===== config.mk =====
export PLATFORM = sky130hd
export DESIGN_NAME = fp_ctrl
export DESIGN_NICKNAME = d
export VERILOG_FILES = /design/src/pkg/fp_ctrl_pkg.sv /design/src/fp_ctrl.sv
export SDC_FILE = /design/constraint.sdc
export NUM_CORES = 1
export LEC_CHECK = 0
export BUFFER_PORTS_ARGS = -buffer_cell sky130_fd_sc_hd__buf_2
export CORE_UTILIZATION = 35
export DETAILED_ROUTE_END_ITERATION = 12
export PLACE_DENSITY = 0.6
export REMOVE_ABC_BUFFERS = 1
export SKIP_LAST_GASP = 1
export SYNTH_ARGS = -nofsm -noshare
export SYNTH_HDL_FRONTEND = slang
export SYNTH_SLANG_ARGS = --single-unit

===== constraint.sdc =====
create_clock -name sys_clk_i -period 5 [get_ports sys_clk_i]
set_input_delay 0.75 -clock sys_clk_i [delete_from_list [all_inputs] [get_ports sys_clk_i]]
set_output_delay 0.75 -clock sys_clk_i [all_outputs]
set_load 0.02 [all_outputs]

===== src/pkg/fp_ctrl_pkg.sv =====
package fp_ctrl_pkg;

  // ****************************************
  // register map (byte addresses)
  // ****************************************
  localparam logic [3:0] OFS_CONTROL = 4'h0;
  localparam logic [3:0] OFS_STATUS = 4'h4;
  localparam logic [3:0] OFS_GAIN = 4'h8;
  localparam logic [3:0] OFS_LEDS = 4'hc;

  // ****************************************
  // field positions and reset values
  // ****************************************
  localparam int CTL_SRC_LSB = 0;
  localparam int CTL_TBC_BIT = 4;
  localparam int CTL_STD_BIT = 5;
  localparam int STS_EDIT_BIT = 0;
  localparam int STS_GROUP_LSB = 1;
  localparam int STS_DIRTY_BIT = 3;
  localparam int STS_SAVE_BIT = 4;
  localparam int STS_INP_BIT = 5;
  localparam int STS_REF_BIT = 6;
  localparam logic [7:0] GAIN_UNITY = 8'h64;
  localparam logic [7:0] GAIN_MIN = 8'h32;
  localparam logic [7:0] GAIN_MAX = 8'h96;
  localparam logic [2:0] SRC_RESET = 3'h0;
  localparam logic TBC_RESET = 1'b1;

  // ****************************************
  // timing
  // ****************************************
  localparam longint CLK_HZ = 10000000;
  localparam longint BLINK_SEC = 15;
  localparam longint BLINK_CYCLES = BLINK_SEC * CLK_HZ;
  localparam longint FLASH_HALF_CYCLES = CLK_HZ / 4;

  // ****************************************
  // types
  // ****************************************
  typedef enum logic [2:0] {
    SRC_COMPOSITE,
    SRC_LUMA_CHROMA,
    SRC_COMP_BETA,
    SRC_COMP_SMPTE,
    SRC_COLOR_BARS,
    SRC_CHECKFIELD
  } source_e;

  typedef enum logic [1:0] {
    GRP_SOURCE,
    GRP_TBC,
    GRP_GAIN
  } group_e;

  typedef struct packed {
    logic section;
    logic left;
    logic right;
  } buttons_s;

  typedef struct packed {
    logic [5:0] source_green;
    logic input_green;
    logic ref_green;
    logic tbc_green;
    logic gain_green;
    logic gain_red;
  } leds_s;

  typedef struct packed {
    logic [2:0] source;
    logic tbc_en;
    logic [7:0] gain;
  } settings_s;

endpackage


===== src/fp_ctrl.sv =====
// What this block does
// - section button enters editing and steps through parameter groups, wrapping
// - right arrow advances or increases, left arrow moves back or decreases
// - changed parameter LED blinks fifteen seconds, then value is saved
// - value saved only after timeout; power loss before it discards edit
// - six sources; only chosen source LED lit green
// - input LED green on detected signal, dark for internal patterns
// - reference LED green while reference detected
// - gain LED green at unity, red otherwise
// - time base correction LED green while frame sync enabled
// - enabled sync starts output frames with reference frames
// - rate differences absorbed by at most one frame of buffering
// - internal video 4:2:2 at 27 MHz, serialized at 270 Mb/s
// - supports 525-line 60 Hz and 625-line 50 Hz standards
// - host-only parameters are neither shown nor changed from panel
// - in sync group left disables, right enables
// - in gain group both arrows return gain to unity
`timescale 1ns/10ps
module fp_ctrl #(
  parameter longint BLINK_CYCLES = fp_ctrl_pkg::BLINK_CYCLES,
  parameter longint FLASH_HALF = fp_ctrl_pkg::FLASH_HALF_CYCLES
) (
  input wire logic sys_clk_i,
  input wire logic reset_n_i,
  input wire logic [3:0] avs_address_i,
  input wire logic avs_read_i,
  input wire logic avs_write_i,
  input wire logic [31:0] avs_writedata_i,
  input wire logic [3:0] avs_byteenable_i,
  output logic [31:0] avs_readdata_o,
  output logic avs_waitrequest_o,
  input wire fp_ctrl_pkg::buttons_s buttons_i,
  input wire logic input_detect_i,
  input wire logic ref_detect_i,
  input wire logic ref_frame_start_i,
  output fp_ctrl_pkg::leds_s leds_o,
  output fp_ctrl_pkg::settings_s settings_o,
  output logic save_pulse_o,
  output logic output_frame_start_o
);

  // ****************************************
  // parameter checks
  // ****************************************
  if (BLINK_CYCLES < 2 || FLASH_HALF < 1 || FLASH_HALF >= BLINK_CYCLES) begin : g_bad_timing
    $error("fp_ctrl: bad timing parameters");
  end

  localparam int TW = $clog2(BLINK_CYCLES + 1);

  // ****************************************
  // pin synchronisers
  // ****************************************
  logic [5:0] sync1_r;
  logic [5:0] sync2_r;
  always_ff @(posedge sys_clk_i or negedge reset_n_i) begin
    if (!reset_n_i) begin
      sync1_r <= 6'h00;
      sync2_r <= 6'h00;
    end else begin
      sync1_r <= {buttons_i, input_detect_i, ref_detect_i, ref_frame_start_i};
      sync2_r <= sync1_r;
    end
  end

  logic [5:0] prev_r;
  always_ff @(posedge sys_clk_i or negedge reset_n_i) begin
    if (!reset_n_i) begin
      prev_r <= 6'h00;
    end else begin
      prev_r <= sync2_r;
    end
  end

  logic sect_press;
  logic left_press;
  logic right_press;
  logic both_press;
  logic inp_det;
  logic ref_det;
  logic ref_sof;
  assign sect_press = sync2_r[5] & ~prev_r[5];
  assign left_press = sync2_r[4] & ~prev_r[4] & ~sync2_r[3];
  assign right_press = sync2_r[3] & ~prev_r[3] & ~sync2_r[4];
  assign both_press = sync2_r[4] & sync2_r[3] & ~(prev_r[4] & prev_r[3]);
  assign inp_det = sync2_r[2];
  assign ref_det = sync2_r[1];
  assign ref_sof = sync2_r[0] & ~prev_r[0];

  // ****************************************
  // bus access decode
  // ****************************************
  logic wr_ctl;
  logic wr_gain;
  logic rd_done_r;
  // readdata is registered, so every read waits one cycle for it
  always_ff @(posedge sys_clk_i or negedge reset_n_i) begin
    if (!reset_n_i) begin
      rd_done_r <= 1'b0;
    end else begin
      rd_done_r <= avs_read_i && !rd_done_r;
    end
  end
  // writes never wait
  assign avs_waitrequest_o = avs_read_i && !rd_done_r;
  assign wr_ctl = avs_write_i && avs_address_i == fp_ctrl_pkg::OFS_CONTROL && avs_byteenable_i[0];
  assign wr_gain = avs_write_i && avs_address_i == fp_ctrl_pkg::OFS_GAIN && avs_byteenable_i[0];

  // ****************************************
  // panel navigation
  // ****************************************
  fp_ctrl_pkg::group_e group_r;
  logic editing_r;
  always_ff @(posedge sys_clk_i or negedge reset_n_i) begin
    if (!reset_n_i) begin
      editing_r <= 1'b0;
      group_r <= fp_ctrl_pkg::GRP_SOURCE;
    end else if (sect_press) begin
      editing_r <= 1'b1;
      if (!editing_r) begin
        group_r <= fp_ctrl_pkg::GRP_SOURCE;
      end else begin
        case (group_r)
          fp_ctrl_pkg::GRP_SOURCE: group_r <= fp_ctrl_pkg::GRP_TBC;
          fp_ctrl_pkg::GRP_TBC: group_r <= fp_ctrl_pkg::GRP_GAIN;
          default: group_r <= fp_ctrl_pkg::GRP_SOURCE;
        endcase
      end
    end
  end

  function automatic logic [2:0] src_step(input logic [2:0] s, input logic up);
    logic [2:0] r;
    r = s;
    if (up) begin
      r = (s == 3'h5) ? 3'h0 : s + 3'h1;
    end else begin
      r = (s == 3'h0) ? 3'h5 : s - 3'h1;
    end
    return r;
  endfunction

  // ****************************************
  // live settings
  // ****************************************
  logic [2:0] src_r;
  logic tbc_r;
  logic [7:0] gain_r;
  logic std625_r;
  logic panel_edit;
  assign panel_edit = editing_r && (left_press || right_press || both_press);

  always_ff @(posedge sys_clk_i or negedge reset_n_i) begin
    if (!reset_n_i) begin
      src_r <= fp_ctrl_pkg::SRC_RESET;
    end else if (editing_r && group_r == fp_ctrl_pkg::GRP_SOURCE && (left_press || right_press)) begin
      src_r <= src_step(src_r, right_press);
    end else if (wr_ctl && avs_writedata_i[2:0] <= 3'h5) begin
      src_r <= avs_writedata_i[2:0];
    end
  end

  always_ff @(posedge sys_clk_i or negedge reset_n_i) begin
    if (!reset_n_i) begin
      tbc_r <= fp_ctrl_pkg::TBC_RESET;
    end else if (editing_r && group_r == fp_ctrl_pkg::GRP_TBC && (left_press || right_press)) begin
      tbc_r <= right_press;
    end else if (wr_ctl) begin
      tbc_r <= avs_writedata_i[fp_ctrl_pkg::CTL_TBC_BIT];
    end
  end

  always_ff @(posedge sys_clk_i or negedge reset_n_i) begin
    if (!reset_n_i) begin
      gain_r <= fp_ctrl_pkg::GAIN_UNITY;
    end else if (editing_r && group_r == fp_ctrl_pkg::GRP_GAIN && both_press) begin
      gain_r <= fp_ctrl_pkg::GAIN_UNITY;
    end else if (editing_r && group_r == fp_ctrl_pkg::GRP_GAIN && right_press) begin
      gain_r <= (gain_r < fp_ctrl_pkg::GAIN_MAX) ? gain_r + 8'h01 : gain_r;
    end else if (editing_r && group_r == fp_ctrl_pkg::GRP_GAIN && left_press) begin
      gain_r <= (gain_r > fp_ctrl_pkg::GAIN_MIN) ? gain_r - 8'h01 : gain_r;
    end else if (wr_gain) begin
      gain_r <= avs_writedata_i[7:0];
    end
  end

  always_ff @(posedge sys_clk_i or negedge reset_n_i) begin
    if (!reset_n_i) begin
      std625_r <= 1'b0;
    end else if (wr_ctl) begin
      std625_r <= avs_writedata_i[fp_ctrl_pkg::CTL_STD_BIT];
    end
  end

  // ****************************************
  // blink and commit timer
  // ****************************************
  logic [TW-1:0] timer_r;
  logic dirty_r;
  logic save_r;
  logic timer_done;
  assign timer_done = dirty_r && timer_r == TW'(BLINK_CYCLES - 1);

  // edited group kept, so its lamp blinks even after section moves on
  fp_ctrl_pkg::group_e edit_grp_r;
  always_ff @(posedge sys_clk_i or negedge reset_n_i) begin
    if (!reset_n_i) begin
      edit_grp_r <= fp_ctrl_pkg::GRP_SOURCE;
    end else if (panel_edit) begin
      edit_grp_r <= group_r;
    end
  end

  always_ff @(posedge sys_clk_i or negedge reset_n_i) begin
    if (!reset_n_i) begin
      timer_r <= '0;
      dirty_r <= 1'b0;
    end else if (panel_edit) begin
      timer_r <= '0;
      dirty_r <= 1'b1;
    end else if (timer_done) begin
      timer_r <= '0;
      dirty_r <= 1'b0;
    end else if (dirty_r) begin
      timer_r <= timer_r + TW'(1);
    end
  end

  always_ff @(posedge sys_clk_i or negedge reset_n_i) begin
    if (!reset_n_i) begin
      save_r <= 1'b0;
    end else begin
      // strobe only: the stored copy is taken from settings_o outside
      save_r <= timer_done && !panel_edit;
    end
  end

  logic [TW-1:0] flash_cnt_r;
  logic flash_r;
  always_ff @(posedge sys_clk_i or negedge reset_n_i) begin
    if (!reset_n_i) begin
      flash_cnt_r <= '0;
      flash_r <= 1'b1;
    end else if (!dirty_r || panel_edit) begin
      flash_cnt_r <= '0;
      flash_r <= 1'b1;
    end else if (flash_cnt_r == TW'(FLASH_HALF - 1)) begin
      flash_cnt_r <= '0;
      flash_r <= ~flash_r;
    end else begin
      flash_cnt_r <= flash_cnt_r + TW'(1);
    end
  end

  // ****************************************
  // output frame alignment
  // ****************************************
  // align to reference
  // one-frame buffer handled by video path
  // 27 MHz path is outside this block
  always_ff @(posedge sys_clk_i or negedge reset_n_i) begin
    if (!reset_n_i) begin
      output_frame_start_o <= 1'b0;
    end else begin
      output_frame_start_o <= tbc_r && ref_det && ref_sof;
    end
  end

  // ****************************************
  // indicators
  // ****************************************
  logic blink_src;
  logic blink_tbc;
  logic blink_gain;
  assign blink_src = dirty_r && edit_grp_r == fp_ctrl_pkg::GRP_SOURCE && !flash_r;
  assign blink_tbc = dirty_r && edit_grp_r == fp_ctrl_pkg::GRP_TBC && !flash_r;
  assign blink_gain = dirty_r && edit_grp_r == fp_ctrl_pkg::GRP_GAIN && !flash_r;

  always_ff @(posedge sys_clk_i or negedge reset_n_i) begin
    if (!reset_n_i) begin
      leds_o <= '0;
      settings_o <= '0;
    end else begin
      leds_o.source_green <= blink_src ? 6'h00 : 6'(6'h01 << src_r);
      leds_o.input_green <= inp_det && src_r < 3'h4;
      leds_o.ref_green <= ref_det;
      leds_o.tbc_green <= tbc_r && !blink_tbc;
      leds_o.gain_green <= gain_r == fp_ctrl_pkg::GAIN_UNITY && !blink_gain;
      leds_o.gain_red <= gain_r != fp_ctrl_pkg::GAIN_UNITY && !blink_gain;
      settings_o <= '{source: src_r, tbc_en: tbc_r, gain: gain_r};
    end
  end

  assign save_pulse_o = save_r;

  // ****************************************
  // register read mux
  // ****************************************
  logic [31:0] ctl_word;
  logic [31:0] sts_word;
  // fields placed by package positions, so the map lives in one place
  always_comb begin
    ctl_word = 32'h0000_0000;
    ctl_word[fp_ctrl_pkg::CTL_SRC_LSB +: 3] = src_r;
    ctl_word[fp_ctrl_pkg::CTL_TBC_BIT] = tbc_r;
    ctl_word[fp_ctrl_pkg::CTL_STD_BIT] = std625_r;
    sts_word = 32'h0000_0000;
    sts_word[fp_ctrl_pkg::STS_EDIT_BIT] = editing_r;
    sts_word[fp_ctrl_pkg::STS_GROUP_LSB +: 2] = group_r;
    sts_word[fp_ctrl_pkg::STS_DIRTY_BIT] = dirty_r;
    sts_word[fp_ctrl_pkg::STS_SAVE_BIT] = save_r;
    sts_word[fp_ctrl_pkg::STS_INP_BIT] = inp_det;
    sts_word[fp_ctrl_pkg::STS_REF_BIT] = ref_det;
  end

  // loaded in the wait cycle only, so the word stands while waitrequest is low
  always_ff @(posedge sys_clk_i or negedge reset_n_i) begin
    if (!reset_n_i) begin
      avs_readdata_o <= 32'h0000_0000;
    end else if (avs_read_i && !rd_done_r) begin
      if (avs_address_i == fp_ctrl_pkg::OFS_CONTROL) begin
        avs_readdata_o <= ctl_word;
      end else if (avs_address_i == fp_ctrl_pkg::OFS_STATUS) begin
        avs_readdata_o <= sts_word;
      end else if (avs_address_i == fp_ctrl_pkg::OFS_GAIN) begin
        avs_readdata_o <= {24'h0, gain_r};
      end else if (avs_address_i == fp_ctrl_pkg::OFS_LEDS) begin
        avs_readdata_o <= {21'h0, leds_o};
      end else begin
        avs_readdata_o <= 32'h0000_0000;
      end
    end
  end

endmodule // fp_ctrl


# == Word level (Yosys, flattened, before mapping) ==
# Cells that the tools add are included.
# classes
mux,29
n_shift,1
addsub,6
n_lt_le_gt_ge,4
eq_ne,14
bitwise_logic,17
n_reduce_logical,49
# op_table
op,n
28-bit two-way mux,5
32-bit two-way mux,2
28-bit by 1-bit adder with 28-bit output (second input constant),2
8-bit two-way mux,6
1-bit logical AND,29
28-bit by 22-bit equality test with 1-bit output (second input constant),1
28-bit equality test (second input constant),1
11-bit two-way mux,2
3-bit two-way mux,5
1-bit bitwise AND,9
8-bit by 1-bit adder with 8-bit output (second input constant),1
4-bit equality test (second input constant),2
8-bit by 7-bit equality test with 1-bit output (second input constant),1
8-bit by 6-bit > comparator with 1-bit output (second input constant),1
8-bit < comparator (second input constant),1
8-bit by 7-bit inequality test with 1-bit output (second input constant),1
1-bit NOT,8
2-bit nonzero test,4
8-bit by 1-bit subtractor with 8-bit output (second input constant),1
1-bit zero test,6
1-bit two-way mux,6
6-bit two-way mux,1
1-bit by 3-bit left shift with 6-bit output (first input constant),1
2-bit by 1-bit equality test with 1-bit output (second input constant),2
other kinds (18),22
# totals
reg_bits,152
word_cells,147

# == Depth between registers and ports, before layout ==
# logic_depth
depth_word,8
ltp_mapped,9
mapped_depth_nobuf,7

# == Worst setup path after synthesis ==
# Ideal clock, no wire load.
# synth_path
path_type,input to register
from,input port avs_address_i[3]
to,register gain_r[4]
arrival_time_ns,2.159
setup_time_ns,0.110
slack_ns,2.731
stages,6
path_cell_list,buf_4 -> or3b_1 -> nor2_1 -> o22ai_2 -> or2_2 -> o41ai_1
# synth_via
elab_chain_len,5
# synth_rtl
element,line_no,source
"start, declared",fp_ctrl.sv:25,"input wire logic [3:0] avs_address_i,"
4-bit equality test,fp_ctrl.sv:107,assign wr_gain = avs_write_i && avs_address_i == fp_ctrl_pkg::OFS_GAIN && avs_byteenable_i[0];
1-bit logical AND (2 in series),fp_ctrl.sv:107,
4-bit nonzero test (no source line),n/a,
3-bit AND reduction (no source line),n/a,
"end signal, assigned",fp_ctrl.sv:175,gain_r <= fp_ctrl_pkg::GAIN_UNITY;
"end signal, assigned",fp_ctrl.sv:177,gain_r <= fp_ctrl_pkg::GAIN_UNITY;
"end signal, assigned",fp_ctrl.sv:179,gain_r <= (gain_r < fp_ctrl_pkg::GAIN_MAX) ? gain_r + 8'h01 : gain_r;
"end, declared",fp_ctrl.sv:148,logic [7:0] gain_r;
# Every way passes these cells.
# A chain may end at the register's enable or synchronous reset.

# == Worst setup path after layout ==
# layout_path
from,register flash_cnt_r[0]
to,register flash_cnt_r[23]
# layout_via
elab_chain_len,3
word_cells_on_any_way,4
classes_between,add/sub: 1; eq/ne: 1; mux: 2
# layout_rtl
element,line_no,source
"start, declared",fp_ctrl.sv:238,logic [TW-1:0] flash_cnt_r;
"start signal, assigned",fp_ctrl.sv:251,flash_cnt_r <= flash_cnt_r + TW'(1);
28-bit by 1-bit adder with 28-bit output / 28-bit by 22-bit equality test with 1-bit output (equally long branches),"fp_ctrl.sv:251, fp_ctrl.sv:247",
28-bit two-way mux *,fp_ctrl.sv:247,end else if (flash_cnt_r == TW'(FLASH_HALF - 1)) begin
28-bit two-way mux *,fp_ctrl.sv:244,end else if (!dirty_r || panel_edit) begin
# Every way passes the cells marked *; elsewhere a longest branch is shown, timed or not.

==> impl_metrics.csv <==
group,metric,value,unit
clock_network,ctsResizeCount,0,
run,cap_violations,0,
floorplan,start_util,36.27,%
grt,grtUsageTotal,16.01,%
synthesis,async_reset_ff_share,100.0,%
clock_network,clockBufferDepth,2,
sta,worst_slack,2355,ps
sta,setup_viol,0,
critical_path,path_buf_inv,0,
floorplan,die_h,139.4,µm
sta,hold_viol_final,0,
synthesis,ys_seq_elements,129,
critical_path,path_class,"register to register",
finish,fillers,1788,
synthesis,ys_top_cells_by_count,"dfrtp_1 (124), nor2_1 (73), nand3_1 (53)",
detailed_routing,met3RoutedLength,774,µm
grt,grt_pass1_vias,4746,
clock_network,numCtsBuffers,17,
critical_path,startpoint,"flash_cnt_r[0]",
detailed_routing,ant_nets,0,
detailed_routing,drt-met1-wl,6.960,mm
grt,antenna_found_initial,0,
synthesis,synth-edff-count,0,
clock_network,cts_root_buf,"clkbuf_16",
clock_network,postCtsSetupRepairBufs,0,
detailed_routing,highest_layer,"met4",
sta,holdWs,345.9,ps
floorplan,ios,108,
clock_network,clk_latency,420,ps
clock_network,cts_num_sinks,129,
sta,rsz0062_at_grt,"false",
placement,place_hpwl,9.973,mm
synthesis,synth.most_common_cell,"dfrtp_1",
power,p_leak,3.358,nW
power,ir_drop,0.0002417,V
grt,grt_start_max_net_pins,92,
finish,area_growth,15.02,%
synthesis,syn_area,6605,µm²
sta,fmax,378.0,MHz
synthesis,synthFlopType,"dfrtp_1",
detailed_routing,avgViaCountPerCell,5.335,
clock_network,cts_htree_levels,4,
synthesis,yosysTopAreaCell,"dfrtp_1",
synthesis,synth_cells,659,
floorplan,die_w,139.4,µm
detailed_routing,first_iter_violations,329,
critical_path,start_kind,"register",
critical_path,cp.required,5260,ps
sta,maxSlewViolCount,0,
detailed_routing,drc,0,
critical_path,end_kind,"register",
synthesis,synth_top_cell_area_share,46.98,%
detailed_routing,dr.pass1.iters,5,
sta,finalClockSkew,9.828,ps
synthesis,ys.warnings.count,0,
worst_hold_path,worstHoldPathType,"primary input to async pin",
clock_network,cts_hold_buffers,0,
synthesis,synth.distinct_cells,70,
placement,dp.cells,918,
clock_network,cts_tree,"yes",
critical_path,cp_cell_sequence,"ha_1, and4_1, nand2_1, nor4_1, nand2b_1, nor2_1",
finish,layout.nets,766,
critical_path,worst-path-max-fanout,27,
floorplan,coreArea,18210,µm²
grt,gr-total-overflow,0,
critical_path,cpPeakStageDelay,880,ps
placement,dp_slack,2299,ps
critical_path,critical-path-slowest-cell,"nand2b_1",
finish,antennaDiodeCount,0,
grt,grt_pass1_wl,24.65,mm
finish,drive_above_1_share,16.92,%
sta,max_slew_margin,22.23,%
sta,finalSetupTns,0,ps
floorplan,num_rows,49,
power,p_per_area,440.1,nW/µm²
critical_path,r2r_start,"flash_cnt_r[0]",
sta,min_period,2645,ps
synthesis,synth-seq-area-share,48.97,%
placement,io_buffer_count,59,
critical_path,worst_ep_arrival_time,2900,ps
power,p_total,3.344,mW
placement,gp_congestion,0.8543,
finish,final_cells,950,
detailed_routing,drt-total-wl,14.75,mm
detailed_routing,wl_per_cell,15.53,µm
sta,worstMarginPinSlew,1156,ps
critical_path,crit_family,"simple AND/OR/NAND/NOR gates",
detailed_routing,via_count,5068,
clock_network,clkSlewWorstSetupHoldPaths,60,ps
detailed_routing,wl_met2,6.872,mm
sta,finalCritPeriodShare,52.91,%
synthesis,avgSynthCellArea,10.02,µm²
synthesis,synth.area.top_cells,"dfrtp_1 (47%), nor2_1 (4.1%), nand3_1 (4.0%)",
status,status,"completed",
floorplan,die_area,19430,µm²
[state kept, by name, summed over array words and instances (netlist names)]
| register | count |
|---|---|
| avs_readdata_o | 11 |
| tbc_r | 1 |
| editing_r | 1 |
| save_pulse_o | 1 |
| src_r | 3 |
| edit_grp_r | 2 |
| sync1_r | 6 |
| output_frame_start_o | 1 |
| sync2_r | 6 |
| timer_r | 28 |
| rd_done_r | 1 |
| flash_r | 1 |
| leds_o | 10 |
| gain_r | 8 |
| flash_cnt_r | 28 |
| std625_r | 1 |
| prev_r | 5 |
| group_r | 2 |
| dirty_r | 1 |
| settings_o | 12 |
[cells by family after synthesis]
kind of cell	Yosys count	synth area share [%]
xor+xnor	32	4.243
flops	129	48.97
buf+inv	72	5.872
mux	18	3.770
fa+ha+maj	8	1.515
other cells	1	0.05677
compound gates	99	10.76
simple gates	300	24.82
[metal layers]
| metal | vias to the layer above | track usage, % |
|---|---|---|
| met5 | - | 0 |
| met4 | 0 | 6.140 |
| met3 | 12 | 4.301 |
| met2 | 138 | 24.70 |
| met1 | 2458 | 21.42 |
| li1 | 2460 | - |
[path summary, 6_finish.rpt]
path / end / slack (ps) / depth (start not counted)
min: settings_o[3] / 350 / 1
min in group sys_clk_i: sync2_r[3] / 350 / 0
max in group asynchronous: timer_r[12] / 3650 / 2
max: flash_cnt_r[23] / 2350 / 6
min reg2reg: sync2_r[3] / 350 / 0
max reg2reg: flash_cnt_r[23] / 2350 / 6
[final cells by class]
| type | instances | area (µm²) | area share (%) |
|---|---|---|---|
| Clock buffer | 18 | 429.2 | 5.649 |
| Clock inverter | 14 | 178.9 | 2.355 |
| Inverter | 19 | 71.32 | 0.9387 |
| Multi-Input combinational cell | 478 | 3065 | 40.35 |
| Sequential cell | 129 | 3234 | 42.57 |
| Tap cell | 229 | 286.5 | 3.771 |
| Timing Repair Buffer | 63 | 331.6 | 4.364 |
[report_power, final]
part / internal, mW / switching (mW)
combinational: 0.260 / 0.377
clock: 0.790 / 0.480
sequential: 1.21 / 0.223
[per-stage QoR]
step                      util, %  area, µm²
final                       41.72       7597
after CTS                   41.72       7597
after floorplan                 -       6364
after global placement      38.38       6989
after detailed placement    38.38       6989
after global routing        41.72       7597
[cell usage in the layout (no fill, tap or decap), types with 4 or more instances in the layout]
cell type | netlist | final
dfrtp_1 | 124 | 124
nor2_1 | 73 | 73
buf_2 | 3 | 58
nand3_1 | 53 | 53
nand2_1 | 45 | 45
nand4_1 | 25 | 25
xor2_1 | 21 | 21
conb_1 | 1 | 21
inv_1 | 19 | 19
a21oi_1 | 18 | 18
o21ai_0 | 17 | 17
clkbuf_16 | 0 | 17
nor3_1 | 16 | 16
a22o_1 | 14 | 14
or3_1 | 12 | 12
xnor2_1 | 11 | 11
nor4_1 | 9 | 9
and3_1 | 8 | 8
mux2i_1 | 8 | 8
ha_1 | 8 | 8
and4_1 | 7 | 7
nand2b_1 | 7 | 7
nor4b_1 | 7 | 7
a21o_1 | 6 | 6
o31ai_1 | 6 | 6
mux2_2 | 5 | 5
nor2b_1 | 5 | 5
a211oi_1 | 5 | 5
mux4_2 | 5 | 5
dfstp_2 | 5 | 5
or4_1 | 4 | 4
nor3b_1 | 4 | 4
o221ai_1 | 4 | 4
and2_1 | 4 | 4
inv_6 | 0 | 4
buf_4 | 24 | 4
(Power assumes the default switching activity.)
